==> config.mk <==
export PLATFORM = sky130hd
export DESIGN_NAME = gp_timer
export DESIGN_NICKNAME = d
export VERILOG_FILES = /design/src/hdl/gp_timer_pkg.sv /design/src/hdl/gp_timer.sv
export VERILOG_INCLUDE_DIRS = /design/src /design/src/hdl
export SDC_FILE = /design/constraint.sdc
export NUM_CORES = 1
export LEC_CHECK = 0
export BUFFER_PORTS_ARGS = -buffer_cell sky130_fd_sc_hd__buf_2
export CAP_MARGIN = 15
export CORE_MARGIN = 8
export CORE_UTILIZATION = 45
export CTS_CLUSTER_SIZE = 28
export DETAILED_ROUTE_END_ITERATION = 8
export GPL_TIMING_DRIVEN = 0
export HOLD_SLACK_MARGIN = 0.06
export PLACE_DENSITY = 0.71
export SLEW_MARGIN = 20
export SYNTH_ARGS = -nofsm -noshare
export SYNTH_HDL_FRONTEND = slang
export SYNTH_SLANG_ARGS = --single-unit
==> constraint.sdc <==
create_clock -name clock_i -period 4.5 [get_ports clock_i]
set_clock_uncertainty 0.15 [all_clocks]
set_input_delay 0.675 -clock clock_i [delete_from_list [all_inputs] [get_ports clock_i]]
set_output_delay 0.675 -clock clock_i [all_outputs]
set_load 0.01 [all_outputs]
==> src/hdl/gp_timer_cfg.svh <==
`ifndef GP_TIMER_CFG_SVH
`define GP_TIMER_CFG_SVH

// ****************************************
// Register offsets
// ****************************************
`define OFS_CFG     12'h000
`define OFS_MODE    12'h004
`define OFS_CTL     12'h00c
`define OFS_MASK    12'h018
`define OFS_RAW     12'h01c
`define OFS_MSK_ST  12'h020
`define OFS_CLEAR   12'h024
`define OFS_LOAD    12'h028
`define OFS_MATCH   12'h030
`define OFS_PRESC   12'h038
`define OFS_VALUE   12'h048

// ****************************************
// Field positions and codes
// ****************************************
`define CFG_RTC     3'h1
`define CFG_ONE_PER 3'h0
`define MODE_ONE    2'h1
`define MODE_PER    2'h2
`define MODE_CAP    2'h3
`define MODE_CMR    2
`define MODE_AMS    3
`define CTL_EN      0
`define CTL_STALL   1
`define CTL_EV_LO   2
`define CTL_EV_HI   3
`define CTL_RTC_STALL_OVERRIDE_BIT   4
`define CTL_INV     6
`define EV_RISE     2'h0
`define EV_FALL     2'h1
`define EV_BOTH     2'h3
`define ST_TO       0
`define ST_CM       1
`define ST_CE       2
`define ST_RTC      3

// ****************************************
// Reset values and timing
// ****************************************
`define LOAD_RST    32'hffffffff
`define RTC_FIRST   32'h00000001
`define RTC_DIV     32768

`endif

==> src/hdl/gp_timer_pkg.sv <==
`default_nettype none
package gp_timer_pkg;
  typedef enum logic [2:0] {
    M_IDLE  = 3'h0,
    M_ONE32 = 3'h1,
    M_PER32 = 3'h3,
    M_RTC   = 3'h2,
    M_ONE16 = 3'h6,
    M_PER16 = 3'h7,
    M_ECNT  = 3'h5,
    M_ETIME = 3'h4
  } mode_type;
  typedef logic [3:0] status_type;
endpackage
`default_nettype wire

==> src/hdl/gp_timer.sv <==
`timescale 1ns/10ps
`default_nettype none
`include "gp_timer_cfg.svh"
module gp_timer
  import gp_timer_pkg::*;
#(
  parameter int RTC_DIV = `RTC_DIV
)
(
  input  wire logic        clock_i,
  input  wire logic        rstn_i,
  input  wire logic [11:0] addr_i,
  input  wire logic [31:0] wdata_i,
  input  wire logic        we_i,
  input  wire logic        re_i,
  output logic      [31:0] rdata_o,
  input  wire logic        ccp_i,
  output logic             pwm_o
);

  // Divider is 16 bits wide; a ratio below 2 leaves no room to count
  if (RTC_DIV < 2 || RTC_DIV > 65536)
  begin : g_bad_div
    $error("RTC_DIV out of range");
  end

  // ****************************************
  // Functions
  // ****************************************
  function automatic mode_type decode_mode(input logic [2:0] cfg, input logic [3:0] md);
    mode_type m;
    m = M_IDLE;
    if (cfg == `CFG_ONE_PER)
      m = (md[1:0] == `MODE_ONE) ? M_ONE32 : (md[1:0] == `MODE_PER) ? M_PER32 : M_IDLE;
    else if (cfg == `CFG_RTC)
      m = M_RTC;
    else if (cfg[2])
    begin
      unique case (md[1:0])
        `MODE_ONE: m = M_ONE16;
        `MODE_PER: m = M_PER16;
        `MODE_CAP: m = md[`MODE_CMR] ? M_ETIME : M_ECNT;
        default:   m = M_IDLE;
      endcase
    end
    return m;
  endfunction

  function automatic logic edge_hit(input logic rise, input logic fall, input logic [1:0] ev);
    logic h;
    h = rise;
    unique case (ev)
      `EV_FALL: h = fall;
      `EV_BOTH: h = rise | fall;
      default:  h = rise;
    endcase
    return h;
  endfunction

  // ****************************************
  // Registers
  // ****************************************
  logic       [2:0]  cfg_r;
  logic       [3:0]  mode_r;
  logic              en_r;
  logic              stall_r;
  logic       [1:0]  ev_r;
  logic              rtc_stall_override_bit_r;
  logic              inv_r;
  status_type        mask_r;
  status_type        raw_r;
  logic       [31:0] load_r;
  logic       [31:0] match_r;
  logic       [7:0]  presc_r;
  logic       [31:0] cnt_r;
  logic       [31:0] cap_r;
  logic       [7:0]  pre_cnt_r;
  logic       [15:0] rtc_div_r;
  logic              pwm_lvl_r;
  logic       [2:0]  pin_r;

  // ****************************************
  // Decode
  // ****************************************
  mode_type          mode;
  logic              is16;
  logic              pwm_mode;
  logic       [31:0] width_mask;
  logic       [31:0] cnt_m;
  logic       [31:0] load_eff;
  logic       [31:0] match_m;
  logic       [31:0] cnt_dec;
  logic              cnt_zero;
  logic              run;
  logic              tick;
  logic              sec_tick;
  logic              edge_q;
  logic              ec_hit;
  logic              to_hit;
  logic              rtc_hit;
  logic              ce_hit;
  logic              wr_ctl;
  logic              wr_load;
  logic              wr_cfg;
  logic              wr_clear;
  status_type        set_st;

  assign mode       = decode_mode(cfg_r, mode_r);
  assign is16       = cfg_r[2];
  // PWM is periodic 16-bit plus alternate mode; no status logic hangs off it
  assign pwm_mode   = (mode == M_PER16) && mode_r[`MODE_AMS] && !mode_r[`MODE_CMR];
  assign width_mask = is16 ? 32'h0000ffff : 32'hffffffff;
  assign cnt_m      = cnt_r & width_mask;
  assign load_eff   = load_r & width_mask;
  assign match_m    = match_r & width_mask;
  assign cnt_dec    = (cnt_m - 32'h00000001) & width_mask;
  assign cnt_zero   = (cnt_m == 32'h00000000);
  // Clock mode ignores stall when its override is set
  assign run        = en_r && !(stall_r && !(mode == M_RTC && rtc_stall_override_bit_r));
  // Prescaler only in 16-bit one-shot, periodic and PWM
  assign tick       = (mode == M_ONE16 || mode == M_PER16) ? (pre_cnt_r == 8'h00) : 1'b1;
  assign edge_q     = edge_hit(pin_r[1] & ~pin_r[2], ~pin_r[1] & pin_r[2], ev_r);
  assign sec_tick   = pin_r[1] & ~pin_r[2] && (rtc_div_r == 16'(RTC_DIV - 1));
  assign ec_hit     = run && mode == M_ECNT && edge_q && (cnt_dec == match_m);
  assign ce_hit     = run && mode == M_ETIME && edge_q;
  assign to_hit     = run && tick && cnt_zero && !pwm_mode &&
                      (mode == M_ONE32 || mode == M_PER32 || mode == M_ONE16 || mode == M_PER16);
  assign rtc_hit    = run && mode == M_RTC && sec_tick && (cnt_r == match_r);
  assign wr_ctl     = we_i && addr_i == `OFS_CTL;
  assign wr_load    = we_i && addr_i == `OFS_LOAD;
  assign wr_cfg     = we_i && addr_i == `OFS_CFG;
  assign wr_clear   = we_i && addr_i == `OFS_CLEAR;

  always_comb
  begin
    set_st          = 4'h0;
    set_st[`ST_TO]  = to_hit;
    set_st[`ST_CM]  = ec_hit;
    set_st[`ST_CE]  = ce_hit;
    set_st[`ST_RTC] = rtc_hit;
  end

  // ****************************************
  // Pin synchroniser
  // ****************************************
  always_ff @(posedge clock_i or negedge rstn_i)
  begin
    if (!rstn_i)
      pin_r <= 3'h0;
    else
      pin_r <= {pin_r[1:0], ccp_i};
  end

  // ****************************************
  // Configuration registers
  // ****************************************
  always_ff @(posedge clock_i or negedge rstn_i)
  begin
    if (!rstn_i)
    begin
      cfg_r   <= 3'h0;
      mode_r  <= 4'h0;
      stall_r <= 1'b0;
      ev_r    <= 2'h0;
      rtc_stall_override_bit_r <= 1'b0;
      inv_r   <= 1'b0;
      mask_r  <= 4'h0;
      load_r  <= `LOAD_RST;
      match_r <= `LOAD_RST;
      presc_r <= 8'h00;
    end
    else if (we_i)
    begin
      unique case (addr_i)
        `OFS_CFG:   cfg_r   <= wdata_i[2:0];
        `OFS_MODE:  mode_r  <= wdata_i[3:0];
        `OFS_CTL:
        begin
          stall_r <= wdata_i[`CTL_STALL];
          ev_r    <= wdata_i[`CTL_EV_HI:`CTL_EV_LO];
          rtc_stall_override_bit_r <= wdata_i[`CTL_RTC_STALL_OVERRIDE_BIT];
          inv_r   <= wdata_i[`CTL_INV];
        end
        `OFS_MASK:  mask_r  <= wdata_i[3:0];
        `OFS_LOAD:  load_r  <= wdata_i;
        `OFS_MATCH: match_r <= wdata_i;
        `OFS_PRESC: presc_r <= wdata_i[7:0];
        default:    ;
      endcase
    end
  end

  // ****************************************
  // Enable
  // ****************************************
  always_ff @(posedge clock_i or negedge rstn_i)
  begin
    if (!rstn_i)
      en_r <= 1'b0;
    else if (wr_ctl)
      en_r <= wdata_i[`CTL_EN];
    else if (ec_hit)
      en_r <= 1'b0;
    else if (to_hit && (mode == M_ONE32 || mode == M_ONE16))
      en_r <= 1'b0;
  end

  // ****************************************
  // Prescaler and clock-mode divider
  // ****************************************
  always_ff @(posedge clock_i or negedge rstn_i)
  begin
    if (!rstn_i)
      pre_cnt_r <= 8'h00;
    else if (!run || pre_cnt_r == 8'h00)
      pre_cnt_r <= presc_r;
    else
      pre_cnt_r <= pre_cnt_r - 8'h01;
  end

  // Divider counts rising pin edges, so the pin rate sets the one-second tick
  always_ff @(posedge clock_i or negedge rstn_i)
  begin
    if (!rstn_i)
      rtc_div_r <= 16'h0000;
    else if (mode != M_RTC || !en_r)
      rtc_div_r <= 16'h0000;
    else if (sec_tick)
      rtc_div_r <= 16'h0000;
    else if (pin_r[1] & ~pin_r[2])
      rtc_div_r <= rtc_div_r + 16'h0001;
  end

  // ****************************************
  // Counter
  // ****************************************
  always_ff @(posedge clock_i or negedge rstn_i)
  begin
    if (!rstn_i)
      cnt_r <= `LOAD_RST;
    else if (wr_cfg && wdata_i[2:0] == `CFG_RTC)
      cnt_r <= `RTC_FIRST;
    else if (wr_load && mode != M_RTC)
      cnt_r <= wdata_i & width_mask;
    else if (run)
    begin
      unique case (mode)
        M_ONE32, M_PER32, M_ONE16, M_PER16:
          if (tick)
            cnt_r <= cnt_zero ? load_eff : cnt_dec;
        M_ETIME:
          cnt_r <= cnt_zero ? load_eff : cnt_dec;
        M_ECNT:
          if (edge_q)
            cnt_r <= ec_hit ? load_eff : cnt_dec;
        M_RTC:
          if (sec_tick)
            cnt_r <= (cnt_r == match_r) ? 32'h00000000 : cnt_r + 32'h00000001;
        M_IDLE:
          cnt_r <= cnt_r;
      endcase
    end
  end

  always_ff @(posedge clock_i or negedge rstn_i)
  begin
    if (!rstn_i)
      cap_r <= `LOAD_RST;
    else if (ce_hit)
      cap_r <= cnt_m;
  end

  // ****************************************
  // Status flags
  // ****************************************
  // Set wins over a clear in the same cycle
  always_ff @(posedge clock_i or negedge rstn_i)
  begin
    if (!rstn_i)
      raw_r <= 4'h0;
    else if (wr_clear)
      raw_r <= (raw_r & ~wdata_i[3:0]) | set_st;
    else
      raw_r <= raw_r | set_st;
  end

  // ****************************************
  // PWM output
  // ****************************************
  always_ff @(posedge clock_i or negedge rstn_i)
  begin
    if (!rstn_i)
      pwm_lvl_r <= 1'b0;
    else if (!pwm_mode)
      pwm_lvl_r <= 1'b0;
    else if (run && tick && cnt_m == load_eff)
      pwm_lvl_r <= 1'b1;
    else if (run && tick && cnt_m == match_m)
      pwm_lvl_r <= 1'b0;
  end

  always_ff @(posedge clock_i or negedge rstn_i)
  begin
    if (!rstn_i)
      pwm_o <= 1'b0;
    else
      pwm_o <= pwm_lvl_r ^ inv_r;
  end

  // ****************************************
  // Read port
  // ****************************************
  always_ff @(posedge clock_i or negedge rstn_i)
  begin
    if (!rstn_i)
      rdata_o <= 32'h00000000;
    else if (!re_i)
      rdata_o <= 32'h00000000;
    else
    begin
      unique case (addr_i)
        `OFS_CFG:    rdata_o <= {29'h0, cfg_r};
        `OFS_MODE:   rdata_o <= {28'h0, mode_r};
        `OFS_CTL:    rdata_o <= {25'h0, inv_r, 1'b0, rtc_stall_override_bit_r, ev_r, stall_r, en_r};
        `OFS_MASK:   rdata_o <= {28'h0, mask_r};
        `OFS_RAW:    rdata_o <= {28'h0, raw_r};
        `OFS_MSK_ST: rdata_o <= {28'h0, raw_r & mask_r};
        `OFS_LOAD:   rdata_o <= load_r;
        `OFS_MATCH:  rdata_o <= match_r;
        `OFS_PRESC:  rdata_o <= {24'h0, presc_r};
        `OFS_VALUE:  rdata_o <= (mode == M_ETIME) ? cap_r : cnt_m;
        default:     rdata_o <= 32'h00000000;
      endcase
    end
  end

  // ****************************************
  // Assertions
  // ****************************************
  AST_EC_STOP: assert property (@(posedge clock_i) disable iff (!rstn_i)
    ec_hit && !we_i |=> !en_r && raw_r[`ST_CM] && cnt_m == $past(load_eff))
    else $error("edge count match did not stop and reload");

  AST_EC_DEC: assert property (@(posedge clock_i) disable iff (!rstn_i)
    run && mode == M_ECNT && edge_q && !ec_hit && !we_i |=> cnt_m == $past(cnt_dec))
    else $error("edge count did not decrement by one");

  AST_EC_IGNORE: assert property (@(posedge clock_i) disable iff (!rstn_i)
    mode == M_ECNT && !en_r && !we_i |=> $stable(cnt_r))
    else $error("disabled edge count moved");

  AST_ET_CAP: assert property (@(posedge clock_i) disable iff (!rstn_i)
    ce_hit |=> cap_r == $past(cnt_m) && raw_r[`ST_CE])
    else $error("edge time capture wrong");

  AST_ET_RELOAD: assert property (@(posedge clock_i) disable iff (!rstn_i)
    run && mode == M_ETIME && cnt_zero && !we_i |=> cnt_m == $past(load_eff) && en_r)
    else $error("edge time reload wrong");

  AST_PWM_NOFLAG: assert property (@(posedge clock_i) disable iff (!rstn_i)
    pwm_mode |=> (raw_r & ~$past(raw_r)) == 4'h0)
    else $error("flag set in PWM mode");

  AST_PWM_HIGH: assert property (@(posedge clock_i) disable iff (!rstn_i)
    pwm_mode && run && tick && cnt_m == load_eff && !we_i |-> ##2 (pwm_o != $past(inv_r, 2)))
    else $error("PWM output not asserted at load value");

  AST_PWM_LOW: assert property (@(posedge clock_i) disable iff (!rstn_i)
    pwm_mode && run && tick && cnt_m == match_m && cnt_m != load_eff |=> !pwm_lvl_r)
    else $error("PWM level not cleared at match");

  AST_FLAG_HOLD: assert property (@(posedge clock_i) disable iff (!rstn_i)
    !wr_clear |=> (raw_r & $past(raw_r)) == $past(raw_r))
    else $error("flag lost without clear");

  AST_ONESHOT: assert property (@(posedge clock_i) disable iff (!rstn_i)
    to_hit && mode == M_ONE16 && !we_i |=> !en_r ##1 $stable(cnt_r))
    else $error("one-shot did not stop");

  AST_RTC_WRAP: assert property (@(posedge clock_i) disable iff (!rstn_i)
    rtc_hit && !we_i |=> cnt_r == 32'h00000000 && en_r && raw_r[`ST_RTC])
    else $error("clock mode did not restart from zero");

endmodule
`default_nettype wire

==> impl_metrics.py <==
metrics = {
    "sta": {
        "report.final.setup_viol": 0,
        "finalCritPeriodShare_pct": 97.5,
        "max_slew_margin_pct": 26.3,
        "hold_viol": 0,
        "rsz0062_at_grt": "no",
        "drv_slew": 0,
        "min_period_ns": 4.39,
        "max_slew.worst_pin.slew_ns": 1.10,
        "fmax_mhz": 228,
        "fin_ws_ns": 0.113,
    },
    "clocking": {
        "path_clk_slew_ns": 0.07,
        "numCtsBuffers": 25,
        "worstSkewPairLatency_ns": 0.56,
        "clock_path_buffers": 3,
        "clock_sinks": 218,
        "htreeDepth": 1,
        "cts-root-buf": "clkbuf_16",
        "cts_tree": "done",
    },
    "logic_synthesis": {
        "synth-xor-area-share_pct": 8.96,
        "synth_top_family_by_area": "simple AND/OR/NAND/NOR gates",
        "async_flop_share_pct": 100,
        "yosys.area.top_type": "dfstp_2",
        "ys_ff_latch": 218,
        "syn_area_mm2": 0.0136,
        "synthAdderAreaFrac_pct": 1.01,
        "synth_compound_area_share_pct": 16.0,
        "synth-simple-area-share_pct": 17.5,
        "ys.flop_type": "dfstp_2",
        "synthMuxAreaShare_pct": 11.1,
        "syn_avg_cell_area_um2": 9.59,
        "ys_types": 85,
        "yosysTopAreaCellShare_pct": 24.8,
        "yosysSeqAreaShare_pct": 41.3,
        "synth_enable_flop_cells": 0,
        "syn-num-nets": 1476,
        "syn_inst": 1416,
        "yosysWarnings": 0,
        "synthTopCellsByArea": "dfstp_2 25%, dfrtp_1 17%, mux2_2 9.9%",
    },
    "die": {
        "io_pins": 82,
        "die_area_mm2": 0.0360,
        "die_y_um": 190,
        "die_width_um": 190,
        "initial_utilization_pct": 45.7,
        "core_area_mm2": 0.0297,
        "rows": 63,
    },
    "power": {
        "total_power_mw": 4.93,
        "p_seq_share_pct": 42.8,
        "peakVddDrop_mv": 0.262,
        "netSwitchingPower_mw": 1.33,
        "p_int_mw": 3.60,
        "power.density_mw_per_mm2": 318,
        "p_leak_nw": 6.22,
        "clock_power_share_pct": 44.7,
        "p_sw_share_pct": 27.0,
        "p_comb_share_pct": 12.5,
    },
    "critical_path": {
        "path_max_fanout": 10,
        "rrSetupSlack_ns": 0.11,
        "cp_num_cells": 10,
        "rr_worst_depth": 10,
        "crit_family": "buffers and inverters",
        "cp.arrival_ns": 4.71,
        "critical_path_class": "reg2reg",
        "startpoint": "cnt_r[18]$_DFFE_PN1P_",
        "startpoint_type": "flip-flop",
        "reg2reg_to": "cnt_r[19]$_DFFE_PN1P_",
        "cp-end-kind": "flip-flop",
        "path_cells": "clkbuf_1 > xnor2_1 > nand4_1 > nor4_1 > nand4_1 > nand2_1 > clkbuf_1 > buf_1 > o221ai_1 > a22o_1",
        "cp_slowest_cell": "buf_1",
        "critical-path-max-stage-delay_ns": 0.68,
        "cp_data_required_time_ns": 4.82,
        "reg2reg_from": "cnt_r[18]$_DFFE_PN1P_",
        "worstPathBufferInverterCount": 3,
        "crit_end": "cnt_r[19]$_DFFE_PN1P_",
    },
    "drt": {
        "ant_nets": 0,
        "num_vias": 12100,
        "drc_errors": 0,
        "drtIter0Drc": 1429,
        "vias_per_cell": 6.26,
        "totalWireLength_um": 48900,
        "drt_pass1_iterations": 6,
        "wl_per_cell_um": 25.3,
    },
    "placement": {
        "pre_cts_ws_ns": 0.196,
        "port_buffers": 78,
        "placed_cells": 1888,
        "placed_cell_area_mm2": 0.0146,
        "place.gp.congestion": 0.999,
        "place_hpwl_um": 36200,
    },
    "finish": {
        "fillers": 2752,
        "final_nets": 1588,
        "layout_common_cells": "128 x dfstp_2, 122 x nand2_1, 120 x mux2_2",
        "finalNonFillerCells": 1937,
        "final_util_pct": 52.1,
        "areaGrowthSynthToFinish_pct": 14.0,
        "drive_above_1_share_pct": 27.4,
        "design_area_mm2": 0.0155,
        "layout_commonest_cell": "dfstp_2",
        "antenna_cells": 0,
    },
    "grt": {
        "antenna_found_initial": 0,
        "grt_usage_pct": 26.6,
        "grt-ovfl-total": 0,
        "grt_max_degree": 100,
        "grt_pass1_vias": 12200,
        "grt_pass1_wl_um": 74500,
    },
    "min_path": {
        "hold_class": "in2reg",
        "holdPathStages": 3,
    },
    "run": {
        "max-cap-violations": 0,
    },
    "outcome": {
        "status": "completed",
    },
}
==> synth_stat cells, types with 11 or more instances <==
cell      number
a211oi_1      15
a21oi_1       55
a222oi_1      28
a22oi_1       20
a31oi_1       15
and3_1        18
buf_1         14
buf_2         12
clkbuf_1      71
dfrtp_1       90
dfstp_2      128
ha_1          11
inv_1         33
mux2_2       120
nand2_1      122
nand3_1       29
nand4_1       26
nor2_1       118
nor2b_1       21
nor3_1        32
nor4_1        24
o21ai_0       74
xnor2_1       82
xor2_1        57
==> timing repair <==
item | CTS | global route
resized for setup | 0 | 5
setup endpoints to repair | 0 | 14
endpoints found under the hold margin | 24 | 0
buffers inserted | 0 | 1
hold buffers | 2 | 0
==> flip-flops by register name, indices dropped and copies added (netlist names), 8 cells and up <==
signal and cells:
load_r 32, rtc_div_r 16, presc_r 8, pre_cnt_r 8
cap_r 32, cnt_r 32, rdata_o 32, match_r 32
==> cells by family after synthesis <==
group	Yosys count
buffers and inverters	135
AND/OR/NAND/NOR	464
XOR/XNOR	139
flip-flops	218
adder cells (fa/ha/maj)	11
AO/OA/AOI/OAI	315
multiplexers	134
==> worst reg2reg max path, cell delays in order, from the launching register on <==
cell	delay, ns
dfstp_2	0.51
clkbuf_1	0.40
xnor2_1	0.27
nand4_1	0.14
nor4_1	0.62
nand4_1	0.36
nand2_1	0.17
clkbuf_1	0.49
buf_1	0.68
o221ai_1	0.27
a22o_1	0.27
==> power by group through the flow <==
stage	Sequential (mW)	Clock [mW]	Combinational, mW
after detailed placement	2.13	0	0.601
after CTS	2.11	2.24	0.606
after global routing	2.12	2.31	0.674
final	2.11	2.20	0.616
after global placement	2.13	0	0.584
after floorplan	2.12	0	0.394
==> per-layer routing <==
layer	vias up	global-route usage, %	wire length, µm
met5	-	0	0
met4	0	8.84	1660
met3	117	4.36	4270
met2	574	41.9	21900
met1	6058	36.9	21100
li1	5384	-	-
==> layout make-up <==
| cell class | instances | area [µm²] | share of cell area, % |
|---|---|---|---|
| clock inverters | 16 | 211 | 1.37 |
| repair buffers | 85 | 498 | 3.22 |
| plain buffers | 101 | 422 | 2.72 |
| clock buffers | 30 | 684 | 4.42 |
| flip-flops and latches | 218 | 5620 | 36.3 |
| multi-input cells | 1063 | 7440 | 48.0 |
| well taps | 390 | 488 | 3.15 |
| inverters | 34 | 128 | 0.824 |
==> metrics by stage <==
| step | hold WS [ns] | TNS, ns |
|---|---|---|
| after global placement | 0.184 | -96.23 |
| after floorplan | 0.181 | 0 |
| after global routing | 0.203 | 0 |
| after CTS | 0.178 | 0 |
| after detailed placement | 0.202 | 0 |
| final | 0.187 | 0 |
==> worst min-delay path by stage <==
stage | to | start | slack [ns]
finish | cnt_r[25]$_DFFE_PN1P_ | wdata_i[25] | 0.19
global route | cnt_r[25]$_DFFE_PN1P_ | wdata_i[25] | 0.20
CTS | cnt_r[25]$_DFFE_PN1P_ | wdata_i[25] | 0.18
detailed placement | pin_r[1]$_DFF_PN0_ | pin_r[0]$_DFF_PN0_ | 0.20
global placement | pin_r[1]$_DFF_PN0_ | pin_r[0]$_DFF_PN0_ | 0.18
floorplan | pin_r[1]$_DFF_PN0_ | pin_r[0]$_DFF_PN0_ | 0.18
Power figures use the tool's default switching activity.
